[src/hw/setpoint_pkg.sv]
package setpoint_pkg;

    // Clock and timing
    localparam int CLK_MHZ        = 125;
    localparam int DEBOUNCE_US    = 1000;
    localparam int DEBOUNCE_CYC   = DEBOUNCE_US * CLK_MHZ;
    localparam int RAMP_TICK_MS   = 1000;
    localparam int RAMP_TICK_CYC  = RAMP_TICK_MS * 1000 * CLK_MHZ;
    localparam int BLINK_BIT      = 25;
    localparam int DB_W           = 17;
    localparam int TICK_W         = 27;

    // Register offsets
    localparam logic [7:0] CTRL_OFS      = 8'h00;
    localparam logic [7:0] MSP_COUNT_OFS = 8'h04;
    localparam logic [7:0] ASSIGN_OFS    = 8'h08;
    localparam logic [7:0] SP0_OFS       = 8'h10;
    localparam logic [7:0] SP1_OFS       = 8'h14;
    localparam logic [7:0] SP2_OFS       = 8'h18;
    localparam logic [7:0] SP3_OFS       = 8'h1C;
    localparam logic [7:0] LOCAL_SP_OFS  = 8'h20;
    localparam logic [7:0] DISPLAY_OFS   = 8'h24;
    localparam logic [7:0] SP_HI_OFS     = 8'h28;
    localparam logic [7:0] SP_LO_OFS     = 8'h2C;
    localparam logic [7:0] EXT_HI_OFS    = 8'h30;
    localparam logic [7:0] EXT_LO_OFS    = 8'h34;
    localparam logic [7:0] RAMP_OFS      = 8'h38;
    localparam logic [7:0] STATUS_OFS    = 8'h3C;
    localparam logic [7:0] ACTIVE_OFS    = 8'h40;
    localparam logic [7:0] EXT_MON_OFS   = 8'h44;

    // Control register bits
    localparam int CTRL_EXT_EN  = 0;
    localparam int CTRL_MODE_EN = 1;
    localparam int CTRL_TRACK   = 2;
    localparam int CTRL_REMOTE  = 3;
    localparam int CTRL_STOP    = 4;
    localparam int CTRL_MANUAL  = 5;

    // Assignment field positions
    localparam int ASSIGN1_POS  = 0;
    localparam int ASSIGN2_POS  = 4;

    // Reset values
    localparam logic [15:0] SP_HI_RST  = 16'h03E8;
    localparam logic [15:0] SP_LO_RST  = 16'h0000;
    localparam logic [15:0] SP_RST     = 16'h0000;

    // External input span, tenths of a percent
    localparam int EXT_SPAN     = 1000;
    localparam int EXT_PCT_MIN  = -100;
    localparam int EXT_PCT_MAX  = 1100;

    typedef enum logic [1:0] {
        FN_NONE,
        FN_STOP,
        FN_HAND,
        FN_EXT
    } event_func_t;

endpackage

[src/hw/setpoint_source_select.sv]
// Operation
// RULE1: four event functions: multi, stop, hand, mode
// RULE2: count 1 uses input 1, 2 both
// RULE3: free inputs use assignment; one unit disables
// RULE4: assignment: none, stop, manual, remote
// RULE5: index is input1 plus twice input2
// RULE6: stored set point writes refused without multi
// RULE7: display write lands in selected stored value
// RULE8: index change ramps when ramp enabled
// RULE9: stop and manual follow assigned input level
// RULE10: stop input halts, lights lamp, sets parameter
// RULE11: manual input enters manual, lights lamp
// RULE12: mode input acts only with enable on
// RULE13: mode input selects external or internal source
// RULE14: external set point needs its enable
// RULE15: scale external input between external limits
// RULE16: out of range clamps, flags, blinks lamp
// RULE17: out of range drives error output, error value
// RULE18: limiter change forces external limits too
// RULE19: multi mode internal source is selected value
// RULE20: mode parameter picks source, lights remote lamp
// RULE21: tracking copies in-use value on return local
// RULE22: switch to external ramps when enabled
// RULE23: ramp rate zero disables ramping
// RULE24: auto-tune freezes external input and set point
// RULE25: event inputs synchronised and debounced
//
// Design decisions made here: strobed register access and the address map.
`timescale 1ns/1ps
module setpoint_source_select
    import setpoint_pkg::*;
#(
    parameter int DEBOUNCE_CYCLES  = DEBOUNCE_CYC,
    parameter int RAMP_TICK_CYCLES = RAMP_TICK_CYC
) (
    // Clock and reset
    input  wire logic               clk,
    input  wire logic               rst_n,
    // Register port
    input  wire logic [7:0]         addr,
    input  wire logic [31:0]        wdata,
    input  wire logic               wr,
    input  wire logic               rd,
    output logic      [31:0]        rdata,
    // Contacts and option strap
    input  wire logic [1:0]         event_in,
    input  wire logic               dual_unit,
    // External set point, tenths of percent of span
    input  wire logic signed [15:0] ext_pct,
    input  wire logic               ext_valid,
    input  wire logic               tuning,
    // Controller state
    output logic signed [15:0]      setpoint,
    output logic [1:0]              sp_index,
    output logic                    control_stop,
    output logic                    manual_mode,
    output logic                    remote_active,
    output logic                    ext_error,
    output logic                    error_mv_select,
    // Lamps
    output logic                    stop_lamp,
    output logic                    hand_lamp,
    output logic                    remote_lamp
);

    typedef struct packed {
        logic [1:0]            ev_s1;
        logic [1:0]            ev_s2;
        logic [1:0]            ev_db;
        logic [1:0][DB_W-1:0]  db_cnt;
        logic                  du_s1;
        logic                  du_s2;
        logic                  ext_en;
        logic                  mode_en;
        logic                  track;
        logic                  remote;
        logic                  stop;
        logic                  manual;
        logic [1:0]            msp_count;
        logic [1:0]            assign1;
        logic [1:0]            assign2;
        logic [3:0][15:0]      sp;
        logic [15:0]           local_sp;
        logic [15:0]           sp_hi;
        logic [15:0]           sp_lo;
        logic [15:0]           ext_hi;
        logic [15:0]           ext_lo;
        logic [15:0]           ramp_rate;
        logic [TICK_W-1:0]     tick_cnt;
        logic [15:0]           ramp_sp;
        logic [15:0]           ext_sp;
        logic                  ext_err;
        logic                  tuning_d;
        logic [15:0]           tune_sp;
        logic [BLINK_BIT:0]    blink_cnt;
        logic [31:0]           rdata;
    } state_t;
    state_t state_reg;
    state_t state_next;

    function automatic logic signed [15:0] clamp_sp(
        input logic signed [15:0] v,
        input logic signed [15:0] lo,
        input logic signed [15:0] hi
    );
        clamp_sp = (v < lo) ? lo : (v > hi) ? hi : v;
    endfunction

    function automatic logic [1:0] input_func(
        input logic       used,
        input logic       units_two,
        input logic [1:0] code
    );
        // Assignment is meaningless with a single option unit
        input_func = (used || !units_two) ? FN_NONE : code;
    endfunction

    logic [1:0]         idx;
    logic [1:0]         fn1;
    logic [1:0]         fn2;
    logic               stop_asg;
    logic               stop_lvl;
    logic               hand_asg;
    logic               hand_lvl;
    logic               mode_asg;
    logic               mode_lvl;
    logic signed [15:0] internal_sp;
    logic signed [15:0] target;
    logic signed [31:0] span;
    logic signed [31:0] scaled;
    logic signed [16:0] diff;
    logic               tick;
    logic               leave_remote;
    logic               remote_now;

    always_comb begin
        state_next = state_reg;
        idx = 2'h0;
        case (state_reg.msp_count)                           // [RULE5]
            2'h1:    idx = {1'b0, state_reg.ev_db[0]};
            2'h2:    idx = state_reg.ev_db;
            default: idx = 2'h0;
        endcase
        // [RULE1] [RULE2] [RULE3] [RULE4]
        fn1 = input_func(state_reg.msp_count != 2'h0, state_reg.du_s2,
                         state_reg.assign1);
        fn2 = input_func(state_reg.msp_count == 2'h2, state_reg.du_s2,
                         state_reg.assign2);
        stop_asg = (fn1 == FN_STOP) || (fn2 == FN_STOP);
        stop_lvl = ((fn1 == FN_STOP) && state_reg.ev_db[0]) ||
                   ((fn2 == FN_STOP) && state_reg.ev_db[1]);
        hand_asg = (fn1 == FN_HAND) || (fn2 == FN_HAND);
        hand_lvl = ((fn1 == FN_HAND) && state_reg.ev_db[0]) ||
                   ((fn2 == FN_HAND) && state_reg.ev_db[1]);
        mode_asg = ((fn1 == FN_EXT) || (fn2 == FN_EXT)) &&
                   state_reg.mode_en;                        // [RULE12]
        mode_lvl = ((fn1 == FN_EXT) && state_reg.ev_db[0]) ||
                   ((fn2 == FN_EXT) && state_reg.ev_db[1]);

        // Synchronisers and debounce
        state_next.ev_s1 = event_in;
        state_next.ev_s2 = state_reg.ev_s1;
        state_next.du_s1 = dual_unit;
        state_next.du_s2 = state_reg.du_s1;
        for (int i = 0; i < 2; i++) begin                    // [RULE25]
            if (state_reg.ev_s2[i] == state_reg.ev_db[i]) begin
                state_next.db_cnt[i] = '0;
            end else if (state_reg.db_cnt[i] ==
                         DB_W'(DEBOUNCE_CYCLES - 1)) begin
                state_next.db_cnt[i] = '0;
                state_next.ev_db[i] = state_reg.ev_s2[i];
            end else begin
                state_next.db_cnt[i] = state_reg.db_cnt[i] + 1'b1;
            end
        end

        // Register writes
        if (wr) begin
            case (addr)
                CTRL_OFS: begin
                    state_next.ext_en  = wdata[CTRL_EXT_EN];
                    state_next.mode_en = wdata[CTRL_MODE_EN];
                    state_next.track   = wdata[CTRL_TRACK];
                    state_next.remote  = wdata[CTRL_REMOTE];
                    state_next.stop    = wdata[CTRL_STOP];
                    state_next.manual  = wdata[CTRL_MANUAL];
                end
                MSP_COUNT_OFS: begin
                    if (wdata[1:0] != 2'h3) begin
                        state_next.msp_count = wdata[1:0];
                    end
                end
                ASSIGN_OFS: begin
                    state_next.assign1 = wdata[ASSIGN1_POS +: 2];
                    state_next.assign2 = wdata[ASSIGN2_POS +: 2];
                end
                SP0_OFS, SP1_OFS, SP2_OFS, SP3_OFS: begin
                    if (state_reg.msp_count != 2'h0) begin   // [RULE6]
                        state_next.sp[addr[3:2]] = clamp_sp(wdata[15:0],
                            state_reg.sp_lo, state_reg.sp_hi);
                    end
                end
                LOCAL_SP_OFS: state_next.local_sp = clamp_sp(wdata[15:0],
                    state_reg.sp_lo, state_reg.sp_hi);
                DISPLAY_OFS: begin
                    if (state_reg.msp_count != 2'h0) begin   // [RULE7]
                        state_next.sp[idx] = clamp_sp(wdata[15:0],
                            state_reg.sp_lo, state_reg.sp_hi);
                    end else begin
                        state_next.local_sp = clamp_sp(wdata[15:0],
                            state_reg.sp_lo, state_reg.sp_hi);
                    end
                end
                SP_HI_OFS: begin
                    state_next.sp_hi  = wdata[15:0];
                    state_next.ext_hi = wdata[15:0];         // [RULE18]
                    state_next.ext_lo = state_reg.sp_lo;
                end
                SP_LO_OFS: begin
                    state_next.sp_lo  = wdata[15:0];
                    state_next.ext_lo = wdata[15:0];         // [RULE18]
                    state_next.ext_hi = state_reg.sp_hi;
                end
                EXT_HI_OFS: state_next.ext_hi = wdata[15:0];
                EXT_LO_OFS: state_next.ext_lo = wdata[15:0];
                RAMP_OFS:   state_next.ramp_rate = wdata[15:0];
                default: ;
            endcase
        end

        // Event inputs override key and host settings
        if (stop_asg) begin
            state_next.stop = stop_lvl;                      // [RULE9] [RULE10]
        end
        if (hand_asg) begin
            state_next.manual = hand_lvl;                    // [RULE9] [RULE11]
        end
        if (mode_asg) begin
            state_next.remote = mode_lvl;                    // [RULE13]
        end
        if (!state_next.ext_en) begin
            state_next.remote = 1'b0;                        // [RULE14]
        end

        // External input scaling, frozen during auto-tune
        span = 32'(signed'(state_reg.ext_hi)) - 32'(signed'(state_reg.ext_lo));
        scaled = 32'(signed'(state_reg.ext_lo)) +
                 (span * 32'(ext_pct)) / EXT_SPAN;           // [RULE15]
        if (ext_valid && !tuning) begin                      // [RULE24]
            if (ext_pct < 16'(EXT_PCT_MIN)) begin            // [RULE16]
                state_next.ext_err = 1'b1;
                state_next.ext_sp  = state_reg.ext_lo;
            end else if (ext_pct > 16'(EXT_PCT_MAX)) begin
                state_next.ext_err = 1'b1;
                state_next.ext_sp  = state_reg.ext_hi;
            end else begin
                state_next.ext_err = 1'b0;
                state_next.ext_sp  = scaled[15:0];
            end
        end

        // Source selection
        remote_now = state_reg.remote && state_reg.ext_en;   // [RULE20]
        internal_sp = (state_reg.msp_count != 2'h0) ?
                      signed'(state_reg.sp[idx]) :
                      signed'(state_reg.local_sp);           // [RULE19]
        target = remote_now ? signed'(state_reg.ext_sp) : internal_sp;
        state_next.tuning_d = tuning;
        if (tuning && !state_reg.tuning_d) begin
            state_next.tune_sp = target;
        end
        if (tuning && state_reg.tuning_d) begin
            target = signed'(state_reg.tune_sp);             // [RULE24]
        end

        // Tracking on return to the internal source
        leave_remote = remote_now && !(state_next.remote &&
                                       state_next.ext_en);
        if (leave_remote && state_reg.track) begin           // [RULE21]
            if (state_reg.msp_count != 2'h0) begin
                state_next.sp[idx] = state_reg.ramp_sp;
            end else begin
                state_next.local_sp = state_reg.ramp_sp;
            end
        end

        // Ramp toward target; bypassed when stopped or rate is zero
        tick = state_reg.tick_cnt == TICK_W'(RAMP_TICK_CYCLES - 1);
        state_next.tick_cnt = tick ? '0 : state_reg.tick_cnt + 1'b1;
        diff = 17'(target) - 17'(signed'(state_reg.ramp_sp));
        if (state_reg.ramp_rate == 16'h0000 || state_reg.stop) begin
            state_next.ramp_sp = target;                     // [RULE23]
        end else if (tick) begin                             // [RULE8] [RULE22]
            if (diff > 17'(signed'({1'b0, state_reg.ramp_rate}))) begin
                state_next.ramp_sp = state_reg.ramp_sp + state_reg.ramp_rate;
            end else if (-diff > 17'(signed'({1'b0,
                                             state_reg.ramp_rate}))) begin
                state_next.ramp_sp = state_reg.ramp_sp - state_reg.ramp_rate;
            end else begin
                state_next.ramp_sp = target;
            end
        end
        state_next.blink_cnt = state_reg.blink_cnt + 1'b1;

        // Read port, data valid the following cycle only
        state_next.rdata = 32'h0000_0000;
        if (rd) begin
            case (addr)
                CTRL_OFS: state_next.rdata = {26'h0, state_reg.manual,
                    state_reg.stop, state_reg.remote, state_reg.track,
                    state_reg.mode_en, state_reg.ext_en};
                MSP_COUNT_OFS: state_next.rdata = {30'h0, state_reg.msp_count};
                ASSIGN_OFS: state_next.rdata = {26'h0, state_reg.assign2,
                    2'h0, state_reg.assign1};
                SP0_OFS, SP1_OFS, SP2_OFS, SP3_OFS:
                    state_next.rdata = {16'h0, state_reg.sp[addr[3:2]]};
                LOCAL_SP_OFS: state_next.rdata = {16'h0, state_reg.local_sp};
                DISPLAY_OFS: state_next.rdata = {16'h0, internal_sp};
                SP_HI_OFS:  state_next.rdata = {16'h0, state_reg.sp_hi};
                SP_LO_OFS:  state_next.rdata = {16'h0, state_reg.sp_lo};
                EXT_HI_OFS: state_next.rdata = {16'h0, state_reg.ext_hi};
                EXT_LO_OFS: state_next.rdata = {16'h0, state_reg.ext_lo};
                RAMP_OFS:   state_next.rdata = {16'h0, state_reg.ramp_rate};
                STATUS_OFS: state_next.rdata = {22'h0, idx, 1'b0,
                    state_reg.ev_db, state_reg.du_s2, state_reg.manual,
                    state_reg.stop, remote_now, state_reg.ext_err};
                ACTIVE_OFS:  state_next.rdata = {16'h0, state_reg.ramp_sp};
                EXT_MON_OFS: state_next.rdata = {16'h0, state_reg.ext_sp};
                default:     state_next.rdata = 32'h0000_0000;
            endcase
        end
    end

    always_ff @(posedge clk or negedge rst_n) begin
        if (!rst_n) begin
            state_reg           <= '0;
            state_reg.sp_hi     <= SP_HI_RST;
            state_reg.sp_lo     <= SP_LO_RST;
            state_reg.ext_hi    <= SP_HI_RST;
            state_reg.ext_lo    <= SP_LO_RST;
            state_reg.local_sp  <= SP_RST;
        end else begin
            state_reg <= state_next;
        end
    end

    assign rdata           = state_reg.rdata;
    assign setpoint        = state_reg.ramp_sp;
    assign sp_index        = idx;
    assign control_stop    = state_reg.stop;
    assign manual_mode     = state_reg.manual;
    assign remote_active   = state_reg.remote && state_reg.ext_en;
    // Error only counts while the external function is enabled
    assign ext_error       = state_reg.ext_err && state_reg.ext_en; // [RULE17]
    assign error_mv_select = ext_error && remote_active;     // [RULE17]
    assign stop_lamp       = state_reg.stop;
    assign hand_lamp       = state_reg.manual;
    assign remote_lamp     = remote_active && (!ext_error ||
                             state_reg.blink_cnt[BLINK_BIT]); // [RULE16]
endmodule

[config.mk]
export PLATFORM = sky130hd
export DESIGN_NAME = setpoint_source_select
export DESIGN_NICKNAME = d
export VERILOG_FILES = /design/src/hw/setpoint_pkg.sv /design/src/hw/setpoint_source_select.sv
export SDC_FILE = /design/constraint.sdc
export NUM_CORES = 2
export LEC_CHECK = 0
export ABC_CLOCK_PERIOD_IN_PS = 29200
export BUFFER_PORTS_ARGS = -buffer_cell sky130_fd_sc_hd__buf_2
export CORE_ASPECT_RATIO = 0.7
export CORE_UTILIZATION = 65
export DETAILED_ROUTE_END_ITERATION = 8
export PLACE_DENSITY_LB_ADDON = 0.2
export REMOVE_ABC_BUFFERS = 1
export SLEW_MARGIN = 20
export SYNTH_ARGS = -nofsm -noshare
export SYNTH_HDL_FRONTEND = slang
export SYNTH_SLANG_ARGS = --single-unit
[constraint.sdc]
create_clock -name clk -period 29.2 [get_ports clk]
set_input_delay 4.38 -clock clk [delete_from_list [all_inputs] [get_ports clk]]
set_output_delay 4.38 -clock clk [all_outputs]
set_load 0.01 [all_outputs]
# Yosys cells after proc, flatten, opt, wreduce, memory -nomap -nowiden
# Cells that the tools add are included.
# totals
ff_bits,349
inputBits,65
out_inout_bits,58
word_cells,202
# classes
add_sub_neg,10
multipliers,1
div,1
magnitude_cmp,10
eq_ne,30
muxes,54
n_bitwise,2
n_reduce_logical,59
# op_table
cell,count
16-bit 2-to-1 mux,19
16-bit case mux with 14 select lines,1
64-bit bitwise mux,3
64-bit 2-to-1 mux,3
172-bit 2-to-1 mux,1
64-bit case mux with 2 select lines,1
17-bit 2-to-1 mux,6
16-bit case mux with 2 select lines,3
80-bit 2-to-1 mux,1
16-bit binary-select mux with 2-bit select,2
16-bit demux with 2-bit select,2
8-bit by 6-bit equality test with 1-bit output (second input constant),8
17-bit by 1-bit adder with 17-bit output (second input constant),2
17-bit equality test (second input constant),2
17-bit greater-than comparator,2
16-bit by 16-bit subtractor with 17-bit output,2
16-bit adder,2
32-bit by 11-bit divider with 32-bit output (second input constant),1
8-bit by 5-bit equality test with 1-bit output (second input constant),4
17-bit by 16-bit multiplier with 32-bit output,1
27-bit by 1-bit adder with 27-bit output (second input constant),1
27-bit equality test (second input constant),1
27-bit 2-to-1 mux,1
26-bit by 1-bit adder with 26-bit output (second input constant),1
31 further kinds,97

# Depth between registers and ports, before layout
# depth
word_depth,17
ltp_mapped,131
ltp_nobuf,115

# Worst setup path before layout
# OpenSTA, ideal clock, no wires.
# synth_timing
path_kind,input to register
from,input ext_pct[9]
to,register state_reg[91] in the netlist's numbering
setup_ps,95
arrival_ps,27360
slack_ps,1744
cell_stages,99
path_cell_list,buf_1 clkbuf_1 nand2_1 fa_1 inv_1 fa_1 fa_1 fa_1 fa_1 inv_1 fa_1 inv_1 ha_1 clkbuf_1 a211oi_1 nor2_1 or4_1 a21o_1 [... 63 more ...] a21o_1 a21oi_1 o21bai_1 a21oi_1 o21bai_1 a21oi_1 o21bai_1 a21oi_1 o21bai_1 a21oi_1 o21bai_1 a21oi_1 o21bai_1 a21oi_1 xnor2_1 xnor2_1 xnor2_1 o31ai_1
# synth_via
elab_chain_len,5
word_cells_on_any_way,7
cone_classes,add/sub (1); mul (1); div (1); order compare (2); mux (2)
# synth_lines
element,line_no,rtl
start: declaration,setpoint_source_select.sv:49,"input wire logic signed [15:0] ext_pct,"
17-bit by 16-bit multiplier with 32-bit output,setpoint_source_select.sv:248,(span * 32'(ext_pct)) / EXT_SPAN;
32-bit by 11-bit divider with 32-bit output,setpoint_source_select.sv:248,
16-bit adder,setpoint_source_select.sv:247,scaled = 32'(signed'(state_reg.ext_lo)) +
17-bit 2-to-1 mux,setpoint_source_select.sv:253,end else if (ext_pct > 16'(EXT_PCT_MAX)) begin
17-bit 2-to-1 mux (*),setpoint_source_select.sv:250,if (ext_pct < 16'(EXT_PCT_MIN)) begin
end signal: assignment,setpoint_source_select.sv:343,state_reg <= state_next;
end: declaration,setpoint_source_select.sv:98,state_t state_reg;
# Mark *: on every way between the ends. The rest lies on a longest branch, timed or not.
# A chain may end at the register's enable or synchronous reset.

# Final worst setup path
# layout_timing
from,input ext_pct[1]
to,register state_reg[91] in the netlist's numbering
# Same word-level chain as after synthesis.

==> metrics.yaml <==
cts_htree_levels: 2
synth-seq-cells: 333
yosysUniqueCellTypes: 139
routed_wl_mm: 124
largest_register_ffs: 296
synth_ff_type: "dfrtp_1"
final_cell_mix: "495 x nand2_1, 450 x inv_1, 380 x nor2_1, 321 x dfrtp_1, 269 x fa_1"
clockBufferDepth: 3
cap_violations: 0
antenna_found_initial: 7
min_from: "state_next[345]"
overflow: 0
worstSetupStartpoint: "ext_pct[1]"
finalCriticalPeriod_ps: 28290
slew-limit-headroom_pct: 18.1
synthesis.instances: 4857
synth-edff-count: 0
critPathCaptureType: "flip-flop"
critical_path_required_ps: 29660
grt_pass1_vias: 35300
synth.avg_cell_area_um2: 8.40
holdWs_ps: 351
cp_slowest_stage_delay_ps: 750
start_util_pct: 66.0
core-area_um2: 61800
crit_fanout: 18
die_x_um: 301
worst_pin_slew_ps: 1220
globalplace.congestion: 0.996
cts.sinks: 333
clock.fmax_mhz: 35.4
violations: "design-rule violations"
async_reset_ff_share_pct: 100
grt_usage_pct: 38.4
grt_max_degree: 122
grt_pass1_wl_mm: 194
cts_made_buffers: 37
cts-root-buf: "clkbuf_16"
final_core_util_pct: 72.8
synth_seq_area_share_pct: 20.5
dp.final_hpwl_mm: 92.1
nFillCells: 4800
place_inst: 5720
skew_ps: 44.6
pin_count: 123
start_kind: "input pin"
ctsHoldBuffers: 0
portBuffers: 90
antenna_left: 0
fin_cells: 5824
hold_viol: 0
vias_per_cell: 6.46
wl_per_cell_um: 21.2
setup_viol: 0
synth_warnings: 0
crit_arrival_ps: 28750
mostFrequentLayoutCell: "nand2_1"
status: "finished with violations"
worst_path_max_delay_cell: "or4b_2"
hp-class: "reg2reg"
firstDrtPassIters: 9
insertion_delay_ps: 590
drive_gt1_share_pct: 14.4
first_iter_violations: 4608
fp.dieH_um: 212
netlist_area_um2: 40800
slew_violations: 0
drc: 14
path_clk_slew_ps: 70
fin_nets: 5538
r2r-start: "state_reg[152]"
num_rows: 76
areaGrowthSynthToFinish_pct: 10.3
critPathKind: "in2reg"
vias: 37600
post-route-period-util_pct: 96.9
die_area_um2: 63800
cts_tree: "built"
==> layout make-up <==
class / instances / area [µm²] / share of cell area, %
flip-flops and latches: 333 / 8350 / 18.6
well taps: 819 / 1020 / 2.28
inverters: 455 / 1710 / 3.81
diodes: 5 / 12.5 / 0.0278
multi-input cells: 3820 / 30300 / 67.5
repair buffers: 326 / 2270 / 5.05
clock inverters: 17 / 233 / 0.517
clock buffers: 49 / 1030 / 2.29
==> worst max-delay path: cells and delay by family <==
kind,cells,cell delay (ps)
AO/OA/AOI/OAI,49,10960
XOR/XNOR,6,1040
adder cells (fa/ha/maj),10,4510
buffers and inverters,14,2060
multiplexers,2,390
AND/OR/NAND/NOR,21,5380
==> path summary, 6_finish.rpt <==
path,end,slack [ps],cells past startpoint
min,state_reg[345],350,0
max,state_reg[91],910,102
max in group asynchronous,state_reg[318],23110,3
max reg2reg,state_reg[91],1180,118
min reg2reg,state_reg[345],350,0
min in group asynchronous,state_reg[117],3860,1
==> routing by layer <==
metal	share of wire (%)	up-vias	routed length (µm)	global-route usage (%)
met5	0	-	0	0
met3	12	284	14700	9.87
li1	-	17200	-	-
met2	42	2063	52100	55.6
met1	42	18100	51600	55.1
met4	4.1	0	5100	14.2
==> repair_timing <==
action / 4_1_cts / 5_1_grt
resized for setup: 1 / 133
pin swaps: 0 / 29
setup endpoints to repair: 2 / 14
setup buffers: 0 / 32
==> cells in the mapped netlist, drive strengths merged, types with 48 or more instances <==
cell    number  area (µm²)
a21o        74         556
a21oi      267        1370
a22oi       88         671
and2       149         932
and3        51         319
buf         84         548
clkbuf     180         676
dfrtp      321        8030
fa         269        5390
ha         231        2890
inv        454        1700
mux2        76         856
mux2i      109        1090
nand2      504        1900
nand3      125         626
nand4       53         338
nor2       391        1480
nor3        74         385
o211ai      48         385
o21ai      286        1460
xnor2      189        1700
xor2        98         881
==> kinds of logic after synthesis <==
group                    after synthesis  share of synthesized area [%]
other                                  1                        0.00920
XOR/XNOR                             287                           6.32
AND/OR/NAND/NOR                     1580                           18.7
multiplexers                         201                           5.66
adder cells (fa/ha/maj)              508                           20.5
flip-flops                           333                           20.5
buffers and inverters                719                           7.19
AO/OA/AOI/OAI                       1228                           21.2
==> stage by stage <==
| step | setup TNS, ps | setup slack, ps | instance area (µm²) |
|---|---|---|---|
| finish | 0 | 914 | 45000 |
| global route | -360 | -197 | 45000 |
| CTS | 0 | 6.31 | 44100 |
| detailed placement | -1350 | -526 | 42800 |
| global placement | -158 | -85.0 | 42800 |
| floorplan | 0 | 53.0 | 39600 |
Power is left out: the tool's default activity adds up to more than one toggle a clock period on the data nets, which glitch-free logic cannot reach.
